File: config.mk
export PLATFORM = sky130hd
export DESIGN_NAME = bcr_engine
export DESIGN_NICKNAME = d
export VERILOG_FILES = /design/src/verilog/bcr_pkg.sv /design/src/verilog/bcr_mem.sv /design/src/verilog/bcr_buf.sv /design/src/verilog/bcr_engine.sv
export SDC_FILE = /design/constraint.sdc
export NUM_CORES = 2
export LEC_CHECK = 0
export BUFFER_PORTS_ARGS = -buffer_cell sky130_fd_sc_hd__clkbuf_2
export CAP_MARGIN = 25
export CORE_UTILIZATION = 35
export DETAILED_ROUTE_END_ITERATION = 8
export GPL_TIMING_DRIVEN = 0
export PLACE_DENSITY = 0.53
export SLEW_MARGIN = 20
export SYNTH_ARGS = -nofsm -noshare
export SYNTH_HDL_FRONTEND = slang
export SYNTH_SLANG_ARGS = --single-unit
export TNS_END_PERCENT = 30
File: constraint.sdc
create_clock -name CLOCK_I -period 7.2 [get_ports CLOCK_I]
set_input_delay 1.44 -clock CLOCK_I [delete_from_list [all_inputs] [get_ports CLOCK_I]]
set_output_delay 1.44 -clock CLOCK_I [all_outputs]
set_load 0.01 [all_outputs]
File: src/verilog/bcr_pkg.sv
// package for the boot record command engine: framing, command and answer codes, timing
// assumes a 40 MHz system clock and a byte transport on the same clock
package bcr_pkg;
	localparam logic [7:0] FRAME_START = 8'h24;
	localparam logic [7:0] CMD_IDENT = 8'h30;
	localparam logic [7:0] CMD_SETUP = 8'h31;
	localparam logic [7:0] CMD_ERASE = 8'h32;
	localparam logic [7:0] CMD_WRITE = 8'h33;
	localparam logic [7:0] CMD_VERIFY = 8'h34;
	localparam logic [7:0] CMD_LOCK = 8'h35;
	localparam logic [7:0] CMD_RUN = 8'h36;
	localparam logic [7:0] RESP_ACK = 8'h40;
	localparam logic [7:0] RESP_RANGE = 8'h41;
	localparam logic [7:0] RESP_ID_MISMATCH_ERROR = 8'h42;
	localparam logic [7:0] RESP_CRC = 8'h43;
	localparam logic [7:0] VERSION_CODE = 8'h90;
	localparam logic [15:0] FLASH_KEY = 16'ha5f1;
	localparam logic [7:0] BANK_SCRATCH = 8'h01;
	localparam logic [7:0] KEEP_BYTE = 8'hff;
	localparam logic [15:0] CRC_POLY = 16'h1021;
	localparam logic [15:0] CRC_INIT = 16'h0000;
	localparam logic [7:0] LEN_IDENT = 8'h03;
	localparam logic [7:0] LEN_SETUP = 8'h04;
	localparam logic [7:0] LEN_VERIFY = 8'h07;
	localparam logic [7:0] LEN_LOCK = 8'h03;
	localparam logic [7:0] LEN_RUN = 8'h03;
	localparam logic [7:0] LEN_ERASE_MIN = 8'h03;
	localparam logic [7:0] LEN_WRITE_MIN = 8'h04;
	localparam logic [7:0] LEN_MAX = 8'h83;
	localparam logic [7:0] DATA_OFFSET = 8'h02;
	localparam int HDR_N = 6;
	localparam int MAX_DATA = 128;
	localparam int CLK_HZ = 40_000_000;
	localparam int RUN_DELAY_MS = 100;
	localparam int RUN_DELAY_CYCLES = (CLK_HZ / 1000) * RUN_DELAY_MS;
	localparam int FOP_W = 2;
	localparam logic [FOP_W-1:0] FOP_READ = 2'h0;
	localparam logic [FOP_W-1:0] FOP_ERASE = 2'h1;
	localparam logic [FOP_W-1:0] FOP_WRITE = 2'h2;
	typedef enum logic [3:0] {
		ST_SYNC, ST_LEN, ST_CMD, ST_PAY, ST_EXEC, ST_FETCH, ST_LOAD, ST_FLASH, ST_RESP, ST_DRAIN, ST_RUN
	} bcr_state_t;
endpackage

File: src/verilog/bcr_mem.sv
// payload store: one write port, one read port whose data come from a register
// assumes a single clock; read data appear one edge after the address
`timescale 1ns/1ps
module bcr_mem #(
	parameter int W = 8,
	parameter int DEPTH = 128,
	parameter int AW = $clog2(DEPTH)
) (
	input wire logic clk_i,
	input wire logic we_i,
	input wire logic [AW-1:0] waddr_i,
	input wire logic [W-1:0] wdata_i,
	input wire logic [AW-1:0] raddr_i,
	output logic [W-1:0] rdata_o
);
	logic [W-1:0] mem [DEPTH];
	always_ff @(posedge clk_i) begin
		if (we_i) begin
			mem[waddr_i] <= wdata_i;
		end
		rdata_o <= mem[raddr_i];
	end
endmodule // bcr_mem

File: src/verilog/bcr_buf.sv
// two-entry buffer with valid and ready on both sides
// assumes one clock and a synchronous active-low reset
`timescale 1ns/1ps
module bcr_buf #(
	parameter int W = 8
) (
	input wire logic clk_i,
	input wire logic rst_n_i,
	input wire logic in_valid_i,
	output logic in_ready_o,
	input wire logic [W-1:0] in_data_i,
	output logic out_valid_o,
	input wire logic out_ready_i,
	output logic [W-1:0] out_data_o
);
	logic [W-1:0] d0_reg, d0_next, d1_reg, d1_next;
	logic [1:0] cnt_reg, cnt_next;
	logic put, take;
	assign in_ready_o = (cnt_reg != 2'h2);
	assign out_valid_o = (cnt_reg != 2'h0);
	assign out_data_o = d0_reg;
	always_comb begin
		put = in_valid_i && in_ready_o;
		take = out_valid_o && out_ready_i;
		d0_next = d0_reg;
		d1_next = d1_reg;
		cnt_next = cnt_reg + {1'b0, put} - {1'b0, take};
		if (take) begin
			d0_next = (cnt_reg == 2'h2) ? d1_reg : in_data_i;
		end
		if (put) begin
			if (cnt_reg == 2'h0 || (cnt_reg == 2'h1 && take)) begin
				d0_next = in_data_i;
			end else begin
				d1_next = in_data_i;
			end
		end
	end
	always_ff @(posedge clk_i) begin
		if (!rst_n_i) begin
			d0_reg <= '0;
			d1_reg <= '0;
			cnt_reg <= 2'h0;
		end else begin
			d0_reg <= d0_next;
			d1_reg <= d1_next;
			cnt_reg <= cnt_next;
		end
	end
endmodule // bcr_buf

File: src/verilog/bcr_engine.sv
// boot record command engine: framed records in, one answer byte out, flash steered by ports
// assumes byte transport, flash controller and reset logic run on CLOCK_I
//
// Notes on behaviour
// - one answer byte after each processed record
// - commands return no data, only codes
// - record may arrive in pieces, reassembled
// - next record waits until answer read
// - slow answers only for erase, write and verify
// - sixteen-bit fields travel high byte first
// - unknown command answers version byte
// - identify answers ack or id mismatch
// - setup carries keys and bank, acked
// - bank one selects scratchpad where present
// - erase page at address, then write data
// - write programs data without erasing first
// - unwritable range answers range error
// - verify compares xmodem crc over range
// - lock writes signature and lock bytes
// - run application acks, then resets device
// - record lengths fixed per command, except erase and write
`timescale 1ns/1ps
module bcr_engine #(
	parameter logic [7:0] PART_CODE = 8'h01, // arbitrary value
	parameter logic [7:0] VARIANT_CODE = 8'h02, // arbitrary value
	parameter bit HAS_SCRATCHPAD = 1'b0,
	parameter bit USB_VARIANT = 1'b0,
	parameter int RUN_DELAY_CYCLES = bcr_pkg::RUN_DELAY_CYCLES,
	parameter int DATA_DEPTH = bcr_pkg::MAX_DATA
) (
	input wire logic CLOCK_I,
	input wire logic RESET_N_I,
	input wire logic [7:0] RX_DATA_I,
	input wire logic RX_VALID_I,
	output logic RX_READY_O,
	output logic [7:0] RESP_DATA_O,
	output logic RESP_VALID_O,
	input wire logic RESP_READY_I,
	output logic FLASH_REQ_O,
	output logic [bcr_pkg::FOP_W-1:0] FLASH_OP_O,
	output logic [15:0] FLASH_ADDR_O,
	output logic [7:0] FLASH_WDATA_O,
	output logic FLASH_BANK_O,
	output logic [15:0] FLASH_KEYS_O,
	input wire logic FLASH_ACK_I,
	input wire logic [7:0] FLASH_RDATA_I,
	input wire logic [15:0] FLASH_LIMIT_I,
	output logic SIG_WE_O,
	output logic [7:0] SIG_DATA_O,
	output logic LOCK_WE_O,
	output logic [7:0] LOCK_DATA_O,
	output logic APP_RESET_O
);
	import bcr_pkg::*;

	localparam int AW = $clog2(DATA_DEPTH);
	localparam int RUN_WAIT = USB_VARIANT ? RUN_DELAY_CYCLES : 1;

	function automatic logic [15:0] crc_byte(input logic [15:0] c, input logic [7:0] d);
		logic [15:0] r;
		r = c ^ {d, 8'h00};
		for (int i = 0; i < 8; i++) begin
			r = r[15] ? ({r[14:0], 1'b0} ^ CRC_POLY) : {r[14:0], 1'b0};
		end
		return r;
	endfunction

	function automatic logic is_known(input logic [7:0] c);
		return c >= CMD_IDENT && c <= CMD_RUN;
	endfunction

	function automatic logic len_ok(input logic [7:0] c, input logic [7:0] l);
		logic ok;
		ok = 1'b0;
		unique case (c)
			CMD_IDENT: ok = (l == LEN_IDENT);
			CMD_SETUP: ok = (l == LEN_SETUP);
			CMD_ERASE: ok = (l >= LEN_ERASE_MIN) && (l <= LEN_MAX);
			CMD_WRITE: ok = (l >= LEN_WRITE_MIN) && (l <= LEN_MAX);
			CMD_VERIFY: ok = (l == LEN_VERIFY);
			CMD_LOCK: ok = (l == LEN_LOCK);
			CMD_RUN: ok = (l == LEN_RUN);
			default: ok = 1'b0;
		endcase
		return ok;
	endfunction

	bcr_state_t state_reg, state_next;
	logic [7:0] len_reg, len_next;
	logic [7:0] idx_reg, idx_next;
	logic [7:0] cmd_reg, cmd_next;
	logic [7:0] hdr_reg [HDR_N];
	logic [7:0] hdr_next [HDR_N];
	logic [7:0] resp_reg, resp_next;
	logic [7:0] wcnt_reg, wcnt_next;
	logic [15:0] crc_reg, crc_next;
	logic [15:0] keys_reg, keys_next;
	logic bank_reg, bank_next;
	logic setup_reg, setup_next;
	logic freq_reg, freq_next;
	logic [FOP_W-1:0] fop_reg, fop_next;
	logic [15:0] faddr_reg, faddr_next;
	logic [7:0] fwdata_reg, fwdata_next;
	logic sig_we_reg, sig_we_next;
	logic lock_we_reg, lock_we_next;
	logic [7:0] sig_reg, sig_next;
	logic [7:0] lock_reg, lock_next;
	logic app_reset_reg, app_reset_next;
	logic [31:0] run_reg, run_next;
	logic push, buf_in_ready;
	logic mem_we;
	logic [AW-1:0] mem_waddr;
	logic [7:0] mem_rdata;
	logic [15:0] base_addr, vend_addr, crc_n;
	logic [7:0] ndata;
	logic [16:0] span_end;
	logic range_ok;

	// sixteen-bit fields are assembled high byte first
	assign base_addr = {hdr_reg[0], hdr_reg[1]};
	assign vend_addr = {hdr_reg[2], hdr_reg[3]};
	assign ndata = len_reg - LEN_ERASE_MIN;
	assign crc_n = crc_byte(crc_reg, FLASH_RDATA_I);
	assign mem_waddr = AW'(idx_reg - DATA_OFFSET);
	assign span_end = {1'b0, base_addr} + {9'h000, ndata} - {16'h0000, ndata != 8'h00};
	// every byte of the target span must sit below the writable limit, and keys must be set
	assign range_ok = setup_reg && (keys_reg == FLASH_KEY) && (span_end < {1'b0, FLASH_LIMIT_I});

	assign RX_READY_O = (state_reg == ST_SYNC) || (state_reg == ST_LEN)
		|| (state_reg == ST_CMD) || (state_reg == ST_PAY);
	assign FLASH_REQ_O = freq_reg;
	assign FLASH_OP_O = fop_reg;
	assign FLASH_ADDR_O = faddr_reg;
	assign FLASH_WDATA_O = fwdata_reg;
	assign FLASH_BANK_O = bank_reg;
	assign FLASH_KEYS_O = keys_reg;
	assign SIG_WE_O = sig_we_reg;
	assign SIG_DATA_O = sig_reg;
	assign LOCK_WE_O = lock_we_reg;
	assign LOCK_DATA_O = lock_reg;
	assign APP_RESET_O = app_reset_reg;

	always_comb begin
		state_next = state_reg;
		len_next = len_reg;
		idx_next = idx_reg;
		cmd_next = cmd_reg;
		hdr_next = hdr_reg;
		resp_next = resp_reg;
		wcnt_next = wcnt_reg;
		crc_next = crc_reg;
		keys_next = keys_reg;
		bank_next = bank_reg;
		setup_next = setup_reg;
		freq_next = freq_reg;
		fop_next = fop_reg;
		faddr_next = faddr_reg;
		fwdata_next = fwdata_reg;
		sig_we_next = 1'b0;
		lock_we_next = 1'b0;
		sig_next = sig_reg;
		lock_next = lock_reg;
		app_reset_next = 1'b0;
		run_next = run_reg;
		push = 1'b0;
		mem_we = 1'b0;
		unique case (state_reg)
			ST_SYNC: begin
				if (RX_VALID_I && RX_DATA_I == FRAME_START) begin
					state_next = ST_LEN;
				end
			end
			ST_LEN: begin
				if (RX_VALID_I) begin
					len_next = RX_DATA_I;
					idx_next = 8'h00;
					state_next = (RX_DATA_I == 8'h00) ? ST_SYNC : ST_CMD;
				end
			end
			ST_CMD: begin
				if (RX_VALID_I) begin
					cmd_next = RX_DATA_I;
					state_next = (len_reg == 8'h01) ? ST_EXEC : ST_PAY;
				end
			end
			ST_PAY: begin
				// bytes are counted, not packets, so split transfers reassemble
				if (RX_VALID_I) begin
					if (idx_reg < 8'(HDR_N)) begin
						hdr_next[idx_reg[2:0]] = RX_DATA_I;
					end
					mem_we = (idx_reg >= DATA_OFFSET) && (idx_reg < 8'(DATA_DEPTH) + DATA_OFFSET);
					idx_next = idx_reg + 8'h01;
					if (8'(idx_reg + DATA_OFFSET) == len_reg) begin
						state_next = ST_EXEC;
					end
				end
			end
			ST_EXEC: begin
				wcnt_next = 8'h00;
				crc_next = CRC_INIT;
				resp_next = RESP_ACK;
				state_next = ST_RESP;
				if (!len_ok(cmd_reg, len_reg)) begin
					resp_next = VERSION_CODE;
				end else begin
					unique case (cmd_reg)
						CMD_IDENT: begin
							resp_next = (base_addr == {PART_CODE, VARIANT_CODE}) ? RESP_ACK : RESP_ID_MISMATCH_ERROR;
						end
						CMD_SETUP: begin
							keys_next = base_addr;
							setup_next = 1'b1;
							bank_next = HAS_SCRATCHPAD && (hdr_reg[2] == BANK_SCRATCH);
						end
						CMD_ERASE, CMD_WRITE: begin
							if (!range_ok) begin
								resp_next = RESP_RANGE;
							end else if (cmd_reg == CMD_ERASE) begin
								faddr_next = base_addr;
								fop_next = FOP_ERASE;
								freq_next = 1'b1;
								state_next = ST_FLASH;
							end else begin
								state_next = ST_FETCH;
							end
						end
						CMD_VERIFY: begin
							faddr_next = base_addr;
							fop_next = FOP_READ;
							freq_next = 1'b1;
							state_next = ST_FLASH;
						end
						CMD_LOCK: begin
							sig_we_next = (hdr_reg[0] != KEEP_BYTE);
							lock_we_next = (hdr_reg[1] != KEEP_BYTE);
							sig_next = hdr_reg[0];
							lock_next = hdr_reg[1];
						end
						CMD_RUN: begin
							resp_next = RESP_ACK;
						end
						default: begin
							resp_next = VERSION_CODE;
						end
					endcase
				end
			end
			ST_FETCH: begin
				state_next = ST_LOAD;
			end
			ST_LOAD: begin
				fwdata_next = mem_rdata;
				faddr_next = 16'(base_addr + {8'h00, wcnt_reg});
				fop_next = FOP_WRITE;
				freq_next = 1'b1;
				state_next = ST_FLASH;
			end
			ST_FLASH: begin
				if (FLASH_ACK_I) begin
					freq_next = 1'b0;
					unique case (fop_reg)
						FOP_ERASE: begin
							state_next = (ndata == 8'h00) ? ST_RESP : ST_FETCH;
						end
						FOP_WRITE: begin
							wcnt_next = wcnt_reg + 8'h01;
							state_next = (wcnt_next == ndata) ? ST_RESP : ST_FETCH;
						end
						FOP_READ: begin
							crc_next = crc_n;
							if (faddr_reg == vend_addr) begin
								resp_next = (crc_n == {hdr_reg[4], hdr_reg[5]}) ? RESP_ACK : RESP_CRC;
								state_next = ST_RESP;
							end else begin
								faddr_next = faddr_reg + 16'h0001;
								freq_next = 1'b1;
							end
						end
						default: begin
							state_next = ST_RESP;
						end
					endcase
				end
			end
			ST_RESP: begin
				// a single code byte, offered as soon as the command is done
				push = 1'b1;
				if (buf_in_ready) begin
					state_next = ST_DRAIN;
				end
			end
			ST_DRAIN: begin
				// the next record waits until the answer has been taken
				if (!RESP_VALID_O) begin
					run_next = 32'h0000_0000;
					state_next = (cmd_reg == CMD_RUN && resp_reg == RESP_ACK) ? ST_RUN : ST_SYNC;
				end
			end
			ST_RUN: begin
				run_next = run_reg + 32'h0000_0001;
				if (run_reg == 32'(RUN_WAIT - 1)) begin
					app_reset_next = 1'b1;
					state_next = ST_SYNC;
				end
			end
			default: begin
				state_next = ST_SYNC;
			end
		endcase
	end

	always_ff @(posedge CLOCK_I) begin
		if (!RESET_N_I) begin
			state_reg <= ST_SYNC;
			len_reg <= 8'h00;
			idx_reg <= 8'h00;
			cmd_reg <= 8'h00;
			for (int i = 0; i < HDR_N; i++) begin
				hdr_reg[i] <= 8'h00;
			end
			resp_reg <= 8'h00;
			wcnt_reg <= 8'h00;
			crc_reg <= CRC_INIT;
			keys_reg <= 16'h0000;
			bank_reg <= 1'b0;
			setup_reg <= 1'b0;
			freq_reg <= 1'b0;
			fop_reg <= FOP_READ;
			faddr_reg <= 16'h0000;
			fwdata_reg <= 8'h00;
			sig_we_reg <= 1'b0;
			lock_we_reg <= 1'b0;
			sig_reg <= 8'h00;
			lock_reg <= 8'h00;
			app_reset_reg <= 1'b0;
			run_reg <= 32'h0000_0000;
		end else begin
			state_reg <= state_next;
			len_reg <= len_next;
			idx_reg <= idx_next;
			cmd_reg <= cmd_next;
			hdr_reg <= hdr_next;
			resp_reg <= resp_next;
			wcnt_reg <= wcnt_next;
			crc_reg <= crc_next;
			keys_reg <= keys_next;
			bank_reg <= bank_next;
			setup_reg <= setup_next;
			freq_reg <= freq_next;
			fop_reg <= fop_next;
			faddr_reg <= faddr_next;
			fwdata_reg <= fwdata_next;
			sig_we_reg <= sig_we_next;
			lock_we_reg <= lock_we_next;
			sig_reg <= sig_next;
			lock_reg <= lock_next;
			app_reset_reg <= app_reset_next;
			run_reg <= run_next;
		end
	end

	bcr_mem #(.W(8), .DEPTH(DATA_DEPTH), .AW(AW)) u_mem (
		.clk_i(CLOCK_I),
		.we_i(mem_we),
		.waddr_i(mem_waddr),
		.wdata_i(RX_DATA_I),
		.raddr_i(wcnt_reg[AW-1:0]),
		.rdata_o(mem_rdata)
	);

	bcr_buf #(.W(8)) u_buf (
		.clk_i(CLOCK_I),
		.rst_n_i(RESET_N_I),
		.in_valid_i(push),
		.in_ready_o(buf_in_ready),
		.in_data_i(resp_reg),
		.out_valid_o(RESP_VALID_O),
		.out_ready_i(RESP_READY_I),
		.out_data_o(RESP_DATA_O)
	);
endmodule // bcr_engine

After elaboration in Yosys (flattened, before gate mapping)
Memory sizes are Yosys's and may differ from the RTL's. A register that Yosys moved wholly into a read port is not among the register bits.
Index checks and enable logic that the tools add are counted.
{"block": "totals", "reg_bits": 221, "mem_bits_rw": 1024, "output_inout_bits": 73, "elab_cells": 248, "mem_count": 1}
{"block": "classes", "n_addsub": 12, "order_cmp": 9, "eq_ne": 54, "muxes": 85, "bitwise_logic": 11, "n_reduce_logical": 48}
{"memory": "u_mem.mem", "depth": 128, "width": 8, "read_ports": 1, "rd_clocked_by_memory_dff": 1, "write_ports": 1, "line_no": "bcr_mem.sv:16", "source": "logic [W-1:0] mem [DEPTH];"}
{"cell": "$mux 16", "count": 8}
{"cell": "$mux 13", "count": 8}
{"cell": "$mux 8", "count": 13}
{"cell": "$eq 8x6->1 const B", "count": 8}
{"cell": "$pmux 16 s2", "count": 2}
{"cell": "$pmux 32 s2", "count": 1}
{"cell": "$mux 4", "count": 15}
{"cell": "$bwmux 48", "count": 1}
{"cell": "$pmux 16 s3", "count": 1}
{"cell": "$pmux 8 s2", "count": 3}
{"cell": "$pmux 4 s11", "count": 1}
{"cell": "$add 32x1->32 const B", "count": 1}
{"cell": "$eq 16x16->1", "count": 2}
{"cell": "$logic_not 32->1", "count": 1}
{"cell": "$mux 32", "count": 1}
{"cell": "$demux 8 s3", "count": 1}
{"cell": "$not 3->3", "count": 8}
{"cell": "$pmux 8 s3", "count": 1}
{"cell": "$ne 2x2->1 const B", "count": 11}
{"cell": "$reduce_and 3->1", "count": 6}
{"cell": "$add 16x8->17", "count": 1}
{"cell": "$lt 17x16->1", "count": 1}
{"cell": "$sub 17x1->17", "count": 1}
{"cell": "$add 16x1->16 const B", "count": 1}
{"cell": "60 further kinds", "count": 122}

Logic depth before layout (Yosys ltp)
{"block": "depth", "ltp_word": 23, "ltp_mapped": 26, "ltp_nobuf": 23}

Hierarchy
Synthesis repeated with hierarchy kept, for this count alone.
{"block": "unflattened", "hier_cells": 3321, "hier_area_um2": 53042.1}
{"mod": "bcr_mem", "n_inst": 1, "cells_each": 1635, "area_each_um2": 39665.5}
{"mod": "bcr_engine", "n_inst": 1, "cells_each": 1564, "area_each_um2": 12353.1}
{"mod": "bcr_buf", "n_inst": 1, "cells_each": 122, "area_each_um2": 1023.5}

Worst setup path before layout
Ideal clock, no wire load.
{"block": "synth_path", "kind": "reg2reg", "startpoint": "reg len_reg[4]", "endpoint": "reg faddr_reg[12], in the netlist FLASH_ADDR_O[12]", "setup_ps": 132, "arrival_ps": 4924, "required_time_ps": 7068, "slack_ps": 2144, "stages_incl_launch_ff": 25, "path_buffers": 2, "synth_period_minus_slack_ps": 5056, "cell_sequence": "dfxtp_1 or3_4 nor2_1 nand4b_1 ha_1 inv_1 ha_1 fa_1 a211oi_1 o211a_1 o21ai_0 a21oi_1 nor2_1 nor2_1 xnor2_1 ha_1 a21o_1 a211o_1 a211oi_1 o2111ai_1 a211o_1 o21a_1 buf_6 buf_6 mux2i_1"}
{"block": "synth_via", "elab_chain_len": 7, "word_cells_on_any_way": 19}
{"item": "from (decl)", "line_no": "bcr_engine.sv:89", "source": "logic [7:0] len_reg, len_next;"}
{"item": "from (signal assigned)", "line_no": "bcr_engine.sv:340", "source": "len_reg <= len_next;"}
{"item": "$sub 8x2->8", "line_no": "bcr_engine.sv:122", "source": "assign ndata = len_reg - LEN_ERASE_MIN;"}
{"item": "$add 16x8->17 / $reduce_bool 8->1 (equally long branches)", "line_no": "bcr_engine.sv:125", "source": "assign span_end = {1'b0, base_addr} + {9'h000, ndata} - {16'h0000, ndata != 8'h00};"}
{"item": "$sub 17x1->17", "line_no": "bcr_engine.sv:125"}
{"item": "$lt 17x16->1", "line_no": "bcr_engine.sv:127", "source": "assign range_ok = setup_reg && (keys_reg == FLASH_KEY) && (span_end < {1'b0, FLASH_LIMIT_I});"}
{"item": "$logic_and 1x1->1", "line_no": "bcr_engine.sv:127"}
{"item": "$ne 3x3->1 (no source line)"}
{"item": "$reduce_and 8->1 (no source line) (*)"}
{"item": "to (signal assigned)", "line_no": "bcr_engine.sv:352", "source": "faddr_reg <= faddr_next;"}
{"item": "to (decl)", "line_no": "bcr_engine.sv:102", "source": "logic [15:0] faddr_reg, faddr_next;"}
Mark *: on every way between the ends. The rest lies on a longest branch, timed or not. The select of a mux whose other input is x is not followed.
A chain may end at the register's enable or synchronous reset.

Worst setup path in the final report
{"block": "layout_path", "startpoint": "reg len_reg[0]", "endpoint": "reg faddr_reg[12], in the netlist FLASH_ADDR_O[12]"}
The elaborated chain is that of the path after synthesis.

==> impl_metrics.toml <==
[status]
status = "finished, final reports clean"

[power_and_ir_drop]
power_uw = 16200
leakagePower_uw = 0.0194
power.density_mw_per_mm2 = 269
ir_drop_v = 0.000233

[synth]
syn_nets = 3348
synth_cells = 3233
yosys.area.top_type_share_pct = 58.6
synth-seq-cells = 1245
synth.area.top_cells = "edfxtp_1 (59%), mux4_2 (14%), dfxtp_1 (8.4%)"
netlist_area_mm2 = 0.0525
synth_top_family_by_area = "multiplexers"
synthXorXnorAreaFrac_pct = 2.15
yosysMostFrequentCell = "edfxtp_1"
muxShareOfSynthArea_pct = 16.4
synth_edf_count = 1024
synth-compound-area-share_pct = 3.70
ys.warnings.count = 0
synth_seq_area_share_pct = 67.0
synth.largest_area_cell = "edfxtp_1"
synth_area_per_cell_um2 = 16.2
yosys.area_share.simple_pct = 6.76
synth_commonest_cells = "edfxtp_1 (1024), mux4_2 (336), nor2_1 (299)"
yosys.area_share.adder_pct = 1.89
ys_dominant_reg_cell = "edfxtp_1"
async_reset_ff_share_pct = 0
ys_types = 81

[die]
coreArea_mm2 = 0.148
fp-row-count = 141
ios = 110
die-area_mm2 = 0.152
die_h_um = 389
initial_utilization_pct = 35.4
die_x_um = 389

[clocking]
cts_hold_buffers = 0
root_buffer = "clkbuf_16"
cts.repair.resized = 0
cts_tree = "yes"
clock_latency_ps = 780
clock-sinks = 1245
htreeDepth = 4
cts_max_path_buffers = 3
cts_setup_buffers = 0
numCtsBuffers = 138
clk_pin_slew_ps = 60

[grt]
grt_pass1_wl_um = 214000
grtUsageTotal_pct = 19.5
grt_pass1_vias = 29400
grt_overflow_total = 0
grt_antenna_before_repair = 2
grt_max_degree = 110

[finish]
antenna-diode-count = 0
syn_to_final_growth_pct = 14.7
drive_gt1_share_pct = 20.2
nets = 3614
stdcell_count = 5534
postLayoutCellArea_mm2 = 0.0602
largest_reg_flops = 1024

[sta]
max_freq_ghz = 0.154
setup_viol = 0
slew_headroom_pct = 25.8
layout_min_cycle_time_ps = 6510
rsz0062_at_grt = "no"
report.final.slew_viol_count = 0
period_share_pct = 90.4
hold_violations = 0
tightest_slew_ps = 1110
clock_skew_ps = 39.5
setup_ws_ps = 694
tns_ps = 0

[drt]
routedWlPerCell_um = 26.7
vias = 30100
wirelength_um = 148000
dr.pass1.iters = 5
antenna_left = 0
viasPerCell = 5.43
drt_iter0_markers = 2807
post-route-drc-count = 0

[placed_design]
dpl_worst_slack_ps = 689
dp_cells = 5286
io_buffers = 107
placed_area_mm2 = 0.0558
dpl.hpwl_um = 101000
place.gp.congestion = 0.869

[worst_hold_path]
hold_start = "u_buf.out_data_o[5]$_SDFF_PN0_"
hold_depth = 2
hold_path.class = "flop to flop"
holdPathEnd = "u_buf.out_data_o[5]$_SDFF_PN0_"

[worst_setup_path]
cp_max_fo = 10
critPathMaxStageDelay_ps = 600
cp_data_required_time_ps = 7850
cpMostUsedCell = "ha_1"
cp_slowest_cell = "a211oi_1"
cp.arrival_ps = 7150
r2r_setup_slack_ps = 690
startpoint_type = "flop"
endpoint_kind = "flop"
r2r_start = "len_reg[0]$_SDFFE_PN0P_"
reg2reg_depth = 25
path_class = "flop to flop"
r2r_end = "FLASH_ADDR_O[12]$_SDFFE_PN0P_"

[job]
drv_cap = 0
==> cell usage in the layout (no fill, tap or decap), types with 96 or more instances in the layout <==
master | Yosys | final
edfxtp_1 | 1024 | 1024
nand3_1 | 96 | 96
dfxtp_1 | 221 | 221
nand2_1 | 185 | 185
mux4_2 | 336 | 336
a21oi_1 | 128 | 128
clkbuf_1 | 123 | 152
clkbuf_16 | 0 | 141
nor2_1 | 299 | 299
clkbuf_2 | 0 | 106
==> per-stage QoR <==
step / utilization (%) / hold slack (ps)
2_1_floorplan: - / 417
3_3_place_gp: 37.4 / 420
3_5_place_dp: 37.7 / 422
4_1_cts: 40.6 / 431
5_1_grt: 40.6 / 454
6_report: 40.6 / 427
==> worst max-delay path: cells and delay by family, from the launching register on <==
family                     cells  cell delay [ps]
AOI/OAI and AO/OA             10             2950
and+or+nand+nor                4              530
adders and majority gates      4             1320
muxes                          1              120
buffers and inverters          4              690
DFF                            1              430
xor gates and xnor gates       2              330
==> per-layer routing <==
layer	share of wire (%)	track usage (%)	vias to the layer above	wire length (um)
li1	-	-	13200	-
met1	45	27.6	15700	66100
met2	47	31.0	997	69700
met3	5.7	3.31	186	8470
met4	2.2	5.05	0	3300
met5	0	0	-	0
==> area by class of cell <==
class,instances,area (um^2)
plain buffers,180,793
clock buffers,178,3680
clock inverters,67,628
fillers,13500,88000
inverters,87,327
multi-input cells,1721,16200
flip-flops and latches,1245,35200
well taps,1930,2410
repair buffers,126,961
==> where the power goes <==
group / total, uW / internal [uW] / switching (uW) / leakage [uW]
combinational: 1510 / 547 / 961 / 0.00633
clock: 6800 / 3880 / 2930 / 0.00210
sequential: 7880 / 7830 / 50.8 / 0.0110
==> cell families after synthesis <==
group	count (synthesis)
AO/OA/AOI/OAI	310
XOR/XNOR	129
adder cells (fa/ha/maj)	78
buffers and inverters	267
flip-flops	1245
multiplexers	436
other	1
AND/OR/NAND/NOR	767
==> how the worst max path moves through the flow <==
stage	startpoint	endpoint	slack [ps]	cells past startpoint
CTS	len_reg[0]$_SDFFE_PN0P_	FLASH_ADDR_O[12]$_SDFFE_PN0P_	670	25
global placement	len_reg[0]$_SDFFE_PN0P_	FLASH_ADDR_O[12]$_SDFFE_PN0P_	640	25
detailed placement	len_reg[0]$_SDFFE_PN0P_	FLASH_ADDR_O[12]$_SDFFE_PN0P_	690	25
floorplan	len_reg[4]$_SDFFE_PN0P_	FLASH_ADDR_O[12]$_SDFFE_PN0P_	2140	24
global route	len_reg[0]$_SDFFE_PN0P_	FLASH_ADDR_O[12]$_SDFFE_PN0P_	180	25
finish	len_reg[0]$_SDFFE_PN0P_	FLASH_ADDR_O[12]$_SDFFE_PN0P_	690	25
Power figures use the tool's default switching activity.
